--- src/rtl/gbmc_cfg.svh ---
`ifndef GBMC_CFG_SVH
`define GBMC_CFG_SVH

// Register byte offsets
`define GBMC_OFS_CMD       12'h000
`define GBMC_OFS_ADDR      12'h004
`define GBMC_OFS_ROLE      12'h008
`define GBMC_OFS_STATUS    12'h00c
`define GBMC_OFS_INTEN     12'h010
`define GBMC_OFS_INTSTAT   12'h014
`define GBMC_OFS_HANDLER   12'h018

// Command register fields
`define GBMC_CMD_OP_LSB    0
`define GBMC_CMD_OP_MSB    2
`define GBMC_CMD_SEL_BIT   3

// Role register fields
`define GBMC_ROLE_SC_BIT   0
`define GBMC_ROLE_AC_BIT   1

// Interrupt enable: service request bit
`define GBMC_INT_SRQ_BIT   1

// Reset values
`define GBMC_INTEN_RST     32'h0000_0000
`define GBMC_ROLE_RST      2'h3

// Timing: length of a bus message strobe, in cycles
`define GBMC_MSG_CYCLES    8'h04
// Interface clear pulse: at least 100 us
`define GBMC_IFC_TIME_US   100
`define GBMC_CLK_MHZ       10

`endif

--- src/rtl/gbmc_pkg.sv ---
package gbmc_pkg;

   typedef enum logic [2:0] {
      GBMC_OP_NONE,
      GBMC_OP_ABORT,
      GBMC_OP_REMOTE,
      GBMC_OP_LOCKOUT,
      GBMC_OP_LOCAL,
      GBMC_OP_TRIGGER,
      GBMC_OP_CLEAR
   } gbmc_op_t;

   typedef struct packed {
      logic        ifc;
      logic        ren;
      logic        llo;
      logic        gtl;
      logic        get;
      logic        dcl;
      logic        sel;
      logic [30:0] targets;
   } gbmc_bus_t;

   typedef struct packed {
      logic active;
      logic system;
   } gbmc_role_t;

endpackage

--- src/rtl/gbmc_sync.sv ---
`timescale 1ns/10ps

module gbmc_sync (
   // Clock and reset
   input  wire logic pclk,
   input  wire logic presetn,
   // Data
   input  wire logic din,
   output logic      dout
);

   logic stage1;

   // Only the second stage is read downstream
   always_ff @(posedge pclk or negedge presetn) begin
      if (!presetn) begin
         stage1 <= 1'b0;
         dout   <= 1'b0;
      end else begin
         stage1 <= din;
         dout   <= stage1;
      end
   end

endmodule

--- src/rtl/gbmc_timer.sv ---
`timescale 1ns/10ps

module gbmc_timer #(
   parameter int W = 12
) (
   // Clock and reset
   input  wire logic         pclk,
   input  wire logic         presetn,
   // Control
   input  wire logic         start,
   input  wire logic [W-1:0] length,
   output logic              busy
);

   logic [W-1:0] count;

   always_ff @(posedge pclk or negedge presetn) begin
      if (!presetn) begin
         count <= '0;
      end else if (start) begin
         count <= length;
      end else if (count != '0) begin
         count <= count - 1'b1;
      end
   end

   assign busy = (count != '0);

endmodule

--- src/rtl/gbmc_ctrl.sv ---
// Decided for this implementation: the APB interface to the registers and the address map.
`timescale 1ns/10ps
`include "gbmc_cfg.svh"

module gbmc_ctrl #(
   parameter int TARGETS = 31
) (
   // APB slave
   input  wire logic                  pclk,
   input  wire logic                  presetn,
   input  wire logic                  psel,
   input  wire logic                  penable,
   input  wire logic                  pwrite,
   input  wire logic [11:0]           paddr,
   input  wire logic [31:0]           pwdata,
   output logic      [31:0]           prdata,
   output logic                       pready,
   output logic                       pslverr,
   // Instrument bus
   input  wire logic                  srq_pin,
   output gbmc_pkg::gbmc_bus_t        bus,
   // Service request to the processor
   output logic                       srq_irq
);

   localparam int IFC_CYC_I = (`GBMC_IFC_TIME_US * `GBMC_CLK_MHZ);
   localparam logic [11:0] IFC_CYC = IFC_CYC_I[11:0];

   function automatic logic is_op(input logic [31:0] d, input gbmc_pkg::gbmc_op_t op);
      is_op = (d[`GBMC_CMD_OP_MSB:`GBMC_CMD_OP_LSB] == 3'(op));
   endfunction

   gbmc_pkg::gbmc_role_t role;
   logic [30:0]          targets;
   logic [31:0]          inten;
   logic                 handler;
   logic                 srq_pend;
   logic                 err;
   logic                 remote;
   logic                 lockout;
   logic                 srq_s;
   logic                 ifc_busy;
   logic                 msg_busy;
   logic                 ifc_start;
   logic                 msg_start;
   logic                 boot;
   logic                 wr;
   logic                 rd_err;
   logic                 cmd_wr;
   logic                 sel;
   logic                 allowed;
   logic [2:0]           op;
   logic [5:0]           pulse;
   logic [5:0]           next_pulse;

   assign wr     = psel && penable && pwrite;
   assign cmd_wr = wr && (paddr == `GBMC_OFS_CMD);
   assign op     = pwdata[`GBMC_CMD_OP_MSB:`GBMC_CMD_OP_LSB];
   assign sel    = pwdata[`GBMC_CMD_SEL_BIT];
   assign pready = 1'b1;

   gbmc_sync u_srq_sync (
      .pclk    (pclk),
      .presetn (presetn),
      .din     (srq_pin),
      .dout    (srq_s)
   );

   // Role checks per message type
   always_comb begin
      allowed    = 1'b0;
      next_pulse = 6'h00;
      unique case (op)
         3'(gbmc_pkg::GBMC_OP_ABORT): begin
            allowed = (role.active || role.system) && !sel;
         end
         3'(gbmc_pkg::GBMC_OP_REMOTE): begin
            allowed       = role.system;
            next_pulse[0] = 1'b1;
         end
         3'(gbmc_pkg::GBMC_OP_LOCKOUT): begin
            allowed       = role.active && !sel;
            next_pulse[1] = 1'b1;
         end
         3'(gbmc_pkg::GBMC_OP_LOCAL): begin
            allowed       = sel ? role.active : role.system;
            next_pulse[2] = 1'b1;
         end
         3'(gbmc_pkg::GBMC_OP_TRIGGER): begin
            allowed       = role.active;
            next_pulse[3] = 1'b1;
         end
         3'(gbmc_pkg::GBMC_OP_CLEAR): begin
            allowed       = role.active;
            next_pulse[4] = 1'b1;
         end
         default: begin
            allowed = 1'b0;
         end
      endcase
   end

   // Busy bus refuses new commands too, so messages never overlap
   assign ifc_start = cmd_wr && allowed && !msg_busy && !ifc_busy && is_op(pwdata, gbmc_pkg::GBMC_OP_ABORT);
   assign msg_start = cmd_wr && allowed && !msg_busy && !ifc_busy && !is_op(pwdata, gbmc_pkg::GBMC_OP_ABORT);

   gbmc_timer #(.W(12)) u_ifc (
      .pclk    (pclk),
      .presetn (presetn),
      .start   (ifc_start),
      .length  (IFC_CYC),
      .busy    (ifc_busy)
   );

   gbmc_timer #(.W(8)) u_msg (
      .pclk    (pclk),
      .presetn (presetn),
      .start   (msg_start),
      .length  (`GBMC_MSG_CYCLES),
      .busy    (msg_busy)
   );

   // Software registers
   always_ff @(posedge pclk or negedge presetn) begin
      if (!presetn) begin
         targets <= '0;
         inten   <= `GBMC_INTEN_RST;
         handler <= 1'b0;
      end else if (wr) begin
         if (paddr == `GBMC_OFS_ADDR) begin
            targets <= pwdata[30:0];
         end
         if (paddr == `GBMC_OFS_INTEN) begin
            inten <= pwdata;
         end
         if (paddr == `GBMC_OFS_HANDLER) begin
            handler <= pwdata[0];
         end
      end
   end

   // Role: system controller holds active role after reset
   always_ff @(posedge pclk or negedge presetn) begin
      if (!presetn) begin
         role <= `GBMC_ROLE_RST;
      end else if (ifc_start && role.system) begin
         role.active <= 1'b1;
      end else if (wr && paddr == `GBMC_OFS_ROLE) begin
         role.system <= pwdata[`GBMC_ROLE_SC_BIT];
         role.active <= pwdata[`GBMC_ROLE_AC_BIT];
      end
   end

   // Refused command error, sticky until written with one
   always_ff @(posedge pclk or negedge presetn) begin
      if (!presetn) begin
         err <= 1'b0;
      end else if (cmd_wr && !allowed) begin
         err <= 1'b1;
      end else if (wr && paddr == `GBMC_OFS_STATUS && pwdata[0]) begin
         err <= 1'b0;
      end
   end

   // Remote and lockout state; boot raises remote once after reset
   always_ff @(posedge pclk or negedge presetn) begin
      if (!presetn) begin
         boot    <= 1'b1;
         remote  <= 1'b0;
         lockout <= 1'b0;
      end else begin
         boot <= 1'b0;
         if (boot || ifc_start) begin
            remote <= 1'b1;
         end else if (msg_start && next_pulse[0]) begin
            remote <= 1'b1;
         end else if (msg_start && next_pulse[2] && !sel) begin
            remote  <= 1'b0;
            lockout <= 1'b0;
         end
         if (msg_start && next_pulse[1]) begin
            lockout <= 1'b1;
         end
      end
   end

   // Bus strobes held for the message length
   always_ff @(posedge pclk or negedge presetn) begin
      if (!presetn) begin
         pulse <= 6'h00;
         bus   <= '0;
      end else begin
         if (msg_start) begin
            pulse <= next_pulse;
         end else if (!msg_busy) begin
            pulse <= 6'h00;
         end
         bus.ifc <= ifc_busy;
         bus.ren <= remote;
         bus.llo <= lockout;
         // Gated by the timer so each strobe stands exactly the message length
         bus.gtl <= pulse[2] && msg_busy;
         bus.get <= pulse[3] && msg_busy;
         bus.dcl <= pulse[4] && msg_busy;
         if (msg_start) begin
            bus.sel     <= sel;
            bus.targets <= sel ? targets : '0;
         end else if (!msg_busy) begin
            bus.sel     <= 1'b0;
            bus.targets <= '0;
         end
      end
   end

   // Service request: synchronised level, one pending at a time
   always_ff @(posedge pclk or negedge presetn) begin
      if (!presetn) begin
         srq_pend <= 1'b0;
      end else if (!srq_pend && srq_s && inten[`GBMC_INT_SRQ_BIT] && handler) begin
         srq_pend <= 1'b1;
      end else if (wr && paddr == `GBMC_OFS_INTSTAT && pwdata[`GBMC_INT_SRQ_BIT]) begin
         srq_pend <= 1'b0;
      end
   end

   assign srq_irq = srq_pend;

   // Read mux; unmapped offsets read zero with slave error
   assign rd_err = !(paddr == `GBMC_OFS_CMD || paddr == `GBMC_OFS_ADDR || paddr == `GBMC_OFS_ROLE ||
                     paddr == `GBMC_OFS_STATUS || paddr == `GBMC_OFS_INTEN ||
                     paddr == `GBMC_OFS_INTSTAT || paddr == `GBMC_OFS_HANDLER);
   assign pslverr = psel && penable && rd_err;

   always_comb begin
      prdata = 32'h0000_0000;
      unique case (paddr)
         `GBMC_OFS_ADDR:    prdata = {1'b0, targets};
         `GBMC_OFS_ROLE:    prdata = {30'h0, role.active, role.system};
         `GBMC_OFS_STATUS:  prdata = {26'h0, srq_s, lockout, remote, msg_busy, ifc_busy, err};
         `GBMC_OFS_INTEN:   prdata = inten;
         `GBMC_OFS_INTSTAT: prdata = {30'h0, srq_pend, 1'b0};
         `GBMC_OFS_HANDLER: prdata = {31'h0, handler};
         default:           prdata = 32'h0000_0000;
      endcase
   end

endmodule

--- config.mk ---
export PLATFORM = sky130hd
export DESIGN_NAME = gbmc_ctrl
export DESIGN_NICKNAME = d
export VERILOG_FILES = /design/src/rtl/gbmc_pkg.sv /design/src/rtl/gbmc_sync.sv /design/src/rtl/gbmc_timer.sv /design/src/rtl/gbmc_ctrl.sv
export VERILOG_INCLUDE_DIRS = /design/src /design/src/rtl
export SDC_FILE = /design/constraint.sdc
export NUM_CORES = 1
export LEC_CHECK = 0
export ABC_CLOCK_PERIOD_IN_PS = 6200
export BUFFER_PORTS_ARGS = -buffer_cell sky130_fd_sc_hd__buf_2
export CAP_MARGIN = 40
export CELL_PAD_IN_SITES_DETAIL_PLACEMENT = 0
export CELL_PAD_IN_SITES_GLOBAL_PLACEMENT = 1
export CORE_ASPECT_RATIO = 1.1
export CORE_MARGIN = 5
export CORE_UTILIZATION = 49
export CTS_BUF_LIST = sky130_fd_sc_hd__clkbuf_8
export DETAILED_ROUTE_END_ITERATION = 16
export GPL_TIMING_DRIVEN = 0
export PLACE_DENSITY = 0.93
export SKIP_CTS_REPAIR_TIMING = 1
export SLEW_MARGIN = 40
export SYNTH_ARGS = -nofsm -noshare
export SYNTH_HDL_FRONTEND = slang
export SYNTH_HIERARCHICAL = 1
export SYNTH_SLANG_ARGS = --single-unit
--- constraint.sdc ---
create_clock -name pclk -period 6.2 [get_ports pclk]
set_input_delay 0.31 -clock pclk [delete_from_list [all_inputs] [get_ports pclk]]
set_output_delay 0.31 -clock pclk [all_outputs]
set_load 0.02 [all_outputs]
# Word-level counts from Yosys, hierarchy flattened

Index checks and enable logic that the tools add are counted.

Add/sub/neg operators: 2
Equality and inequality tests: 15
Multiplexer cells: 29
Bitwise gates (word level): 1
Reduce and logical (&&, ||, !) cells: 59

Operators by type and width:

| kind                    | number |
|---|---|
| $pmux W32 S6            | 1 |
| $mux W32                | 2 |
| $eq A12 B5 Y1 const B   | 3 |
| $mux W31                | 1 |
| $logic_and A1 B1 Y1     | 28 |
| $eq A12 B4 Y1 const B   | 2 |
| $mux W12                | 2 |
| $mux W1                 | 17 |
| $mux W8                 | 2 |
| $eq A12 B3 Y1 const B   | 1 |
| $logic_not A12 Y1       | 1 |
| $reduce_bool A12 Y1     | 1 |
| $reduce_bool A2 Y1      | 6 |
| $sub A12 B1 Y12 const B | 1 |
| $mux W5                 | 2 |
| $eq A3 B3 Y1 const B    | 3 |
| $logic_or A1 B1 Y1      | 8 |
| $reduce_and A2 Y1       | 4 |
| $reduce_bool A8 Y1      | 1 |
| $sub A8 B1 Y8 const B   | 1 |
| $logic_not A1 Y1        | 7 |
| $eq A3 B2 Y1 const B    | 2 |
| $ne A2 B1 Y1 const B    | 3 |
| $pmux W1 S5             | 1 |
| other kinds (6)         | 6 |

Register bits after elaboration: 136
Output and inout port bits: 73
Word-level logic and storage cells: 129

# Longest topological paths before layout

Gate-level depths: netlist (run 1).

Word-level depth: 13
Mapped depth: 15
Gate-level depth less buffers: 12

# Hierarchy

Netlist (run 1), hierarchy kept.

By module, submodules not included:

| module              | instances | cells an instance | area each (µm²) | sequential area each (µm²) |
|---|---|---|---|---|
| gbmc_ctrl           | 1         | 355               | 4,794.6         | 2,806.4 |
| gbmc_timer at u_ifc | 1         | 74                | 716.9           | 300.3 |
| gbmc_timer at u_msg | 1         | 59                | 529.3           | 200.2 |
| gbmc_sync           | 1         | 2                 | 50.0            | 50.0 |

# Worst setup path after synthesis (run 1)

OpenSTA, ideal clock, no wires.

Path type: register to register
From: register u_msg.count[0]
To: register u_msg.count[5]
Arrival time: 3.037 ns
Required time: 6.062 ns
Slack: 3.025 ns
Cell stages (with the launch flop): 15
Cells stage by stage: dfrtp_1 -> inv_1 -> ha_1 -> or3b_1 -> clkbuf_1 -> nor2_2 -> inv_1 -> buf_2 -> or4_1 -> nor2_1 -> nand2_1 -> nor2_1 -> clkbuf_1 -> clkbuf_1 -> o211ai_1

Cells in the longest elaborated chain, start to end: 6

RTL lines:

| element                                              | line             | text |
|---|---|---|
| start: declaration                                   | gbmc_timer.sv:15 | `logic [W-1:0] count;` |
| start signal: assignment                             | gbmc_timer.sv:21 | `count <= length;` |
| start signal: assignment                             | gbmc_timer.sv:23 | `count <= count - 1'b1;` |
| $reduce_bool A8 Y1 (*)                               | gbmc_timer.sv:27 | `assign busy = (count != '0);` |
| net msg_busy                                         | gbmc_ctrl.sv:43  | `logic msg_busy;` |
| $logic_not A1 Y1 (*)                                 | --               |  |
| $logic_and A1 B1 Y1 (*) (3 in series)                | gbmc_ctrl.sv:105 | `assign msg_start = cmd_wr && allowed && !msg_busy && !ifc_busy && !is_op(pwdata, gbmc_pkg::GBMC_OP_ABORT);` |
| net msg_start                                        | gbmc_ctrl.sv:45  | `logic msg_start;` |
| $mux W8 / $reduce_bool A2 Y1 (equally long branches) | --               |  |

The timed path passes the listed nets; every way through them passes the cells marked *. The select of a mux whose other input is x is not followed.
A chain may end at the register's enable or synchronous reset.

# Worst setup path in the final report (run 1)

From: register u_msg.count[0]
To: register u_msg.count[4]

Same word-level chain as after synthesis.

==> results of run 1 <==
==> cell usage in the layout (no fill, tap or decap), drive strengths merged, types with 4 or more instances in the layout <==
| master | netlist | layout |
|---|---|---|
| nor4 | 8 | 8 |
| dfrtp | 131 | 131 |
| o31ai | 11 | 11 |
| or4 | 5 | 5 |
| a22o | 60 | 60 |
| inv | 17 | 22 |
| bufinv | 0 | 4 |
| o41ai | 5 | 5 |
| a31oi | 4 | 4 |
| nand2 | 28 | 28 |
| buf | 22 | 144 |
| mux2 | 67 | 67 |
| nor2b | 4 | 4 |
| o21ai | 9 | 9 |
| xnor2 | 7 | 7 |
| nor3 | 14 | 14 |
| or3 | 4 | 4 |
| clkbuf | 12 | 29 |
| conb | 2 | 22 |
| a21oi | 8 | 8 |
| a222oi | 4 | 4 |
| ha | 4 | 4 |
| nand3 | 8 | 8 |
| nor2 | 11 | 11 |
| nand2b | 4 | 4 |
| xor2 | 5 | 5 |
==> state kept, by name (all words and copies together) (netlist names) <==
signal / cells
bus: 38
inten: 32
targets: 31
u_ifc/count: 12
u_msg/count: 8
pulse: 3
role: 2
boot: 1
err: 1
handler: 1
lockout: 1
remote: 1
srq_irq: 1
u_srq_sync/dout: 1
u_srq_sync/stage1: 1
==> Yosys cell counts, drive strengths merged, types with 2 or more instances <==
cell	instances
o22ai	2
inv	17
nor4	8
and4	3
a31oi	4
dfrtp	131
mux2i	2
clkbuf	12
o41ai	5
o21ai	9
nor2b	4
nand2	28
or3	4
a222oi	4
nor2	11
a22o	60
xor2	5
nor3	14
buf	22
a21oi	8
or4	5
conb	2
nand3	8
a22oi	2
mux2	67
dfstp	3
xnor2	7
nand2b	4
nor3b	3
and3	3
ha	4
o31ai	11
and2	3
==> power breakdown <==
group	total, W	internal [W]	switching, W
Sequential	0.000876	0.000875	0.00000109
Combinational	0.0000607	0.0000207	0.0000401
Clock	0.000796	0.000442	0.000354
Total	0.00173	0.00134	0.000395
==> per-layer routing <==
| metal | up-vias | track usage |
|---|---|---|
| met1 | 2337 | 0.257 |
| met5 | - | 0 |
| met4 | 0 | 0.0580 |
| met3 | 23 | 0.0596 |
| met2 | 160 | 0.348 |
| li1 | 2132 | - |
==> metrics by stage <==
stage | hold WS, ns | cells | power [W]
2_1_floorplan | 0.0144 | 510 | 0.000908
3_3_place_gp | 0.338 | 785 | 0.000949
3_5_place_dp | 0.291 | 786 | 0.000953
4_1_cts | -0.183 | 818 | 0.00175
5_1_grt | 0.0833 | 820 | 0.00179
6_report | 0.103 | 820 | 0.00173
==> cells by family (layout without fill, tap and decap cells) <==
family | after synthesis | count (layout) | share of synthesized area
mux | 69 | 69 | 0.127
buf+inv | 51 | 207 | 0.0435
simple gates | 105 | 105 | 0.103
flops | 134 | 134 | 0.551
xor+xnor | 12 | 12 | 0.0173
compound gates | 113 | 113 | 0.149
fa+ha+maj | 4 | 4 | 0.00822
other cells | 2 | 22 | 0.00123
==> worst reg2reg max path, stage by stage (launching register included) <==
cell and delay [ns]:
dfrtp_1 0.43, inv_1 0.12, ha_1 0.19, or3b_1 0.35, clkbuf_1 0.20, nor2_2 0.17
inv_1 0.05, buf_2 0.20, or4_1 0.48, nor2_1 0.18, nand2_1 0.22, nor2_1 0.22
clkbuf_1 0.37, clkbuf_1 0.41, o31ai_1 0.16
==> final timing paths <==
path / to / slack, ns / cells past startpoint
max in group asynchronous: role[0] / 5.05 / 3
hold reg to reg: u_srq_sync/dout / 0.37 / 0
min in group asynchronous: bus[13] / 0.40 / 2
setup reg to reg: u_msg/count[4] / 2.29 / 14
hold / removal: targets[28] / 0.10 / 2
setup / recovery: u_msg/count[4] / 2.29 / 14
==> layout make-up <==
type                    instances  area, um^2
fillers                       960        4630
flip-flops and latches        134        3360
multi-input cells             325        2540
repair buffers                124         663
clock buffers                  17         234
clock inverters                15         203
plain buffers                  34         201
well taps                     154         193
inverters                      17        63.8
==> results by group, run 1 <==
Clocking
  – CTS Root Cell: clkbuf_8
  – TritonCTS clock tree: done
  – CTS buffer count: 17
  – Clk Latency, worst-skew pair: 0.43 ns
  – Clk buf depth: 2
  – Clock slew at reported path FFs: 0.08 ns
  – H-tree depth: 4
  – Clock Sinks: 134

Route
  – DRT iter0 DRCs: 369
  – Met2 wire length: 7490 um
  – Average wire per standard cell: 18.4 um
  – DR WL met3: 1050 um
  – DR pass1 iterations: 5
  – Uppermost layer routed: met4
  – Residual DRC: 0
  – Avg Vias per Cell: 5.67
  – Final ANT Viol Nets: 0
  – Met1 WL: 6320 um
  – Total Routed Length: 15,100 um
  – Vias: 4,652

STA
  – Clock period minus worst slack: 3.91 ns
  – Worst-Margin Slew: 0.662 ns
  – Final setup fails: 0
  – Headroom to the max-slew limit: 0.559
  – Slew Viols, Final: 0
  – Setup_tns: 0 ns
  – Clock Skews: 0.00843 ns
  – FMAX: 256 MHz
  – Final hold violation count: 0
  – RSZ-0062 raised after global routing: false
  – Tcrit/Tclk final: 0.630
  – Setup slack after layout: 2.29 ns

Global route
  – Vias in the first global route: 4,769
  – Gr usage total: 0.206
  – Initial antenna violation count: 0
  – Grt ovf: 0
  – First-pass GRT wire length: 24,100 um
  – Largest net degree at the start of global routing: 71

Floorplan
  – Die Span Y: 127 um
  – Ports: 123
  – Row cnt: 42
  – Core Box Area: 12,100 um^2
  – Die W: 116 um
  – Die area: 14,800 um^2
  – Starting Density: 0.504

Placed design
  – Post-DP Area: 7000 um^2
  – DP HPWL: 10,800 um
  – PortBufs: 121
  – Placer Congestion: 0.852
  – Setup WS pre-CTS: 2.43 ns

Cells and area
  – Number of diodes: 0
  – Fin area: 7460 um^2
  – Nets: 707
  – Final Util: 0.617
  – Share of cells above drive strength 1: 0.312
  – Area Overhead vs Synth: 22.5%

Min path
  – Hold path startpoint: pwdata[28]
  – Min-delay worst type: in -> reg

Logic synthesis
  – Synth unique cells: 63
  – Top FF cell, synth: dfrtp_1
  – Syn Inst Count: 490
  – Sequential share of the synthesized area: 0.551
  – EDFF count, synth: 0
  – Mapped Area: 6090 um^2
  – Area leader, netlist: dfrtp_1
  – Synth async-reset ratio: 1.00
  – Post-synthesis register bit count: 134
  – Synth top area share: 0.538
  – Synthesis Warnings: 6
  – Syn Area/Cell: 12.4 um^2
  – Ranking of synthesized cells by area: dfrtp_1, mux2_1, a22o_1

Outcome
  – Status: completed

Worst setup path
  – Critical Path Sink Type: flip-flop
  – Critical Path RT: 6.50 ns
  – Critical-path cell with the highest stage delay: or4_1
  – Reg2Reg Launch Point: u_msg/count[0]
  – CP max FO: 10
  – Setup CP Type: reg -> reg
  – Startpoint Class: flip-flop
  – Worst path max stage delay: 0.48 ns
  – Worst EP arrival: 4.20 ns
  – Critical path's top delay family: simple AND/OR/NAND/NOR gates
  – Worst path bufs/invs: 6
  – CP startpoint: u_msg/count[0]
  – Most Frequent Cell on Critical Path: clkbuf_1
  – Cells along the critical path: inv_1, ha_1, or3b_1, clkbuf_1, nor2_2, inv_1, buf_2, or4_1, nor2_1, nand2_1, nor2_1, clkbuf_1, clkbuf_1, o31ai_1

Run
  – Max-cap violation count: 0

Power and ir drop
  – Pwr per Cell Area: 232 nW/um^2
  – Maximum VDD drop: 167 uV
  – Lkg Pwr: 3.81 nW
Note: power is estimated with default switching activity, not from simulation.
==> run 2, diff against run 1 <==
--- a/config.mk
+++ b/config.mk
@@ -6,18 +6,18 @@
 export SDC_FILE = /design/constraint.sdc
 export NUM_CORES = 1
 export LEC_CHECK = 0
-export ABC_CLOCK_PERIOD_IN_PS = 6200
+export ABC_CLOCK_PERIOD_IN_PS = 3150
 export BUFFER_PORTS_ARGS = -buffer_cell sky130_fd_sc_hd__buf_2
 export CAP_MARGIN = 40
 export CELL_PAD_IN_SITES_DETAIL_PLACEMENT = 0
 export CELL_PAD_IN_SITES_GLOBAL_PLACEMENT = 1
 export CORE_ASPECT_RATIO = 1.1
 export CORE_MARGIN = 5
-export CORE_UTILIZATION = 49
+export CORE_UTILIZATION = 41
 export CTS_BUF_LIST = sky130_fd_sc_hd__clkbuf_8
 export DETAILED_ROUTE_END_ITERATION = 16
 export GPL_TIMING_DRIVEN = 0
-export PLACE_DENSITY = 0.93
+export PLACE_DENSITY = 0.83
 export SKIP_CTS_REPAIR_TIMING = 1
 export SLEW_MARGIN = 40
 export SYNTH_ARGS = -nofsm -noshare
==> constraint.sdc (replaced) <==
create_clock -name pclk -period 3.15 [get_ports pclk]
set_input_delay 0.1575 -clock pclk [delete_from_list [all_inputs] [get_ports pclk]]
set_output_delay 0.1575 -clock pclk [all_outputs]
set_load 0.02 [all_outputs]
==> results by group, run 2 (synthesis gave the netlist of run 1 again) <==
Route
  – Final ANT Viol Nets: 0 (unchanged)
  – Avg Vias per Cell: 5.32 (-6.2%)
  – Residual DRC: 0 (unchanged)
  – DR pass1 iterations: 4 (-1)
  – Total Routed Length: 15,800 um (+4.8%)
  – Vias: 4,721 (+1.5%)
  – Average wire per standard cell: 17.8 um (-3.1%)
  – DRT iter0 DRCs: 297 (-20%)

Cells and area
  – Nets: 736 (+4.1%)
  – Final Util: 0.539 (-0.0784)
  – Largest Register: bus
  – Area Overhead vs Synth: 28.3%
  – Share of cells above drive strength 1: 0.324 (+0.0114)
  – Leading registers by flop count: bus x38, inten x32, targets x31
  – Most common cell after layout, fill and taps aside: dfrtp_1
  – Max reg flops: 38 (unchanged)
  – Most frequent cells in the layout: dfrtp_1, buf_2, a22o_1
  – Number of diodes: 0 (unchanged)
  – Fill cells: 1,234 (+29%)

Floorplan
  – Row cnt: 46 (+9.5%)
  – Die W: 126 um (+8.5%)
  – Starting Density: 0.420 (-0.0840)
  – Die Span Y: 138 um (+8.6%)
  – Die area: 17,400 um^2 (+18%)
  – Core Box Area: 14,500 um^2 (+20%)
  – Ports: 123 (unchanged)

Clocking
  – Clock slew at reported path FFs: 0.07 ns (about the same)
  – Clk buf depth: 2 (unchanged)
  – CTS Root Cell: clkbuf_8
  – TritonCTS clock tree: done
  – Clk Latency, worst-skew pair: 0.45 ns (+0.02 ns)
  – H-tree depth: 4 (unchanged)
  – Clock Sinks: 134 (unchanged)
  – CTS buffer count: 17 (unchanged)

Min path
  – Min-delay worst type: in -> reg

Worst setup path
  – Critical Path Sink Type: flip-flop
  – CP max FO: 10 (unchanged)
  – Startpoint Class: flip-flop
  – Worst EP arrival: 3.36 ns (-0.84 ns)
  – Setup CP Type: reg -> reg
  – Critical Path RT: 3.51 ns (-2.99 ns)

STA
  – Worst hold margin: 0.0654 ns (-0.0374 ns)
  – Tcrit/Tclk final: 0.952 (+0.323)
  – Final setup fails: 0 (unchanged)
  – Worst-Margin Slew: 0.603 ns (-0.0591 ns)
  – Final hold violation count: 0 (unchanged)
  – Setup_tns: 0 ns (unchanged)
  – Clock Skews: 0.0101 ns (+0.00172 ns)
  – FMAX: 333 MHz (+30%)
  – Headroom to the max-slew limit: 0.594 (+0.0357)
  – Slew Viols, Final: 0 (unchanged)
  – Clock period minus worst slack: 3.00 ns (-0.905 ns)

Run
  – Max-cap violation count: 0 (unchanged)

Placed design
  – Placer Congestion: 0.898 (+5.3%)
  – DP HPWL: 11,100 um (+3.3%)
  – PortBufs: 121 (unchanged)

Power and ir drop
  – Power Total: 0.00325 W (+88%)
  – Lkg Pwr: 3.94 nW (+3.4%)
  – Pwr per Cell Area: 416 nW/um^2 (+79%)
  – Maximum VDD drop: 218 uV (+30%)

Global route
  – Grt ovf: 0 (unchanged)
  – Vias in the first global route: 4,840 (+1.5%)
  – Initial antenna violation count: 0 (unchanged)
  – Largest net degree at the start of global routing: 69 (-2.8%)
  – Gr usage total: 0.185 (-0.0210)
  – First-pass GRT wire length: 25,100 um (+4.4%)

Outcome
  – Status: completed
==> run 2: worst paths after layout <==
check | slack (ns) | to | start | cells past startpoint
max | 0.15 | u_msg/count[7] | u_msg/count[1] | 13
max in group asynchronous | 2.16 | role[0] | presetn | 3
min in group asynchronous | 0.24 | targets[17] | presetn | 2
max reg2reg | 0.15 | u_msg/count[7] | u_msg/count[1] | 13
min reg2reg | 0.37 | u_srq_sync/dout | u_srq_sync/stage1 | 0
min | 0.07 | targets[3] | pwdata[3] | 2
==> run 2: per-stage QoR <==
| stage | worst slack [ns] | instance area, um^2 | cells |
|---|---|---|---|
| floorplan | 0.0586 | 6170 | 510 |
| finish | 0.150 | 7810 | 887 |
| global route | -0.0127 | 7810 | 887 |
| detailed placement | -0.573 | 7050 | 824 |
| global placement | -0.502 | 7010 | 823 |
| CTS | -0.584 | 7440 | 856 |
==> run 2: layout make-up <==
| cell class | count | area [um^2] | share of cell area |
|---|---|---|---|
| well taps | 192 | 240 | 0.0307 |
| repair buffers | 154 | 958 | 0.123 |
| plain buffers | 33 | 216 | 0.0277 |
| multi-input cells | 325 | 2590 | 0.331 |
| clock inverters | 11 | 100 | 0.0128 |
| flip-flops and latches | 134 | 3360 | 0.430 |
| clock buffers | 21 | 289 | 0.0370 |
| inverters | 17 | 63.8 | 0.00817 |
==> run 2: metal layers <==
layer | global-route usage | part of all wire | vias to the layer above | routed length [um]
li1 | - | - | 2183 | -
met1 | 0.222 | 0.42 | 2376 | 6590
met2 | 0.310 | 0.50 | 133 | 7900
met3 | 0.0562 | 0.058 | 29 | 921
met4 | 0.0810 | 0.025 | 0 | 388
met5 | 0 | 0 | - | 0
==> run 2: report_power, final <==
group / total (W) / switching [W] / internal, W
Clock: 0.00138 / 0.000675 / 0.000704
Combinational: 0.000148 / 0.0000850 / 0.0000634
Sequential: 0.00173 / 0.00000200 / 0.00172
==> run 2: critical path, stage by stage, from the launching register on <==
cell,delay (ns)
dfrtp_1,0.42
inv_2,0.10
ha_2,0.18
or3b_4,0.43
nor2_4,0.15
inv_1,0.05
buf_4,0.18
or4_4,0.50
nor2_4,0.14
nand2_4,0.12
nor2_4,0.13
buf_6,0.15
and4b_1,0.20
nor3_1,0.17
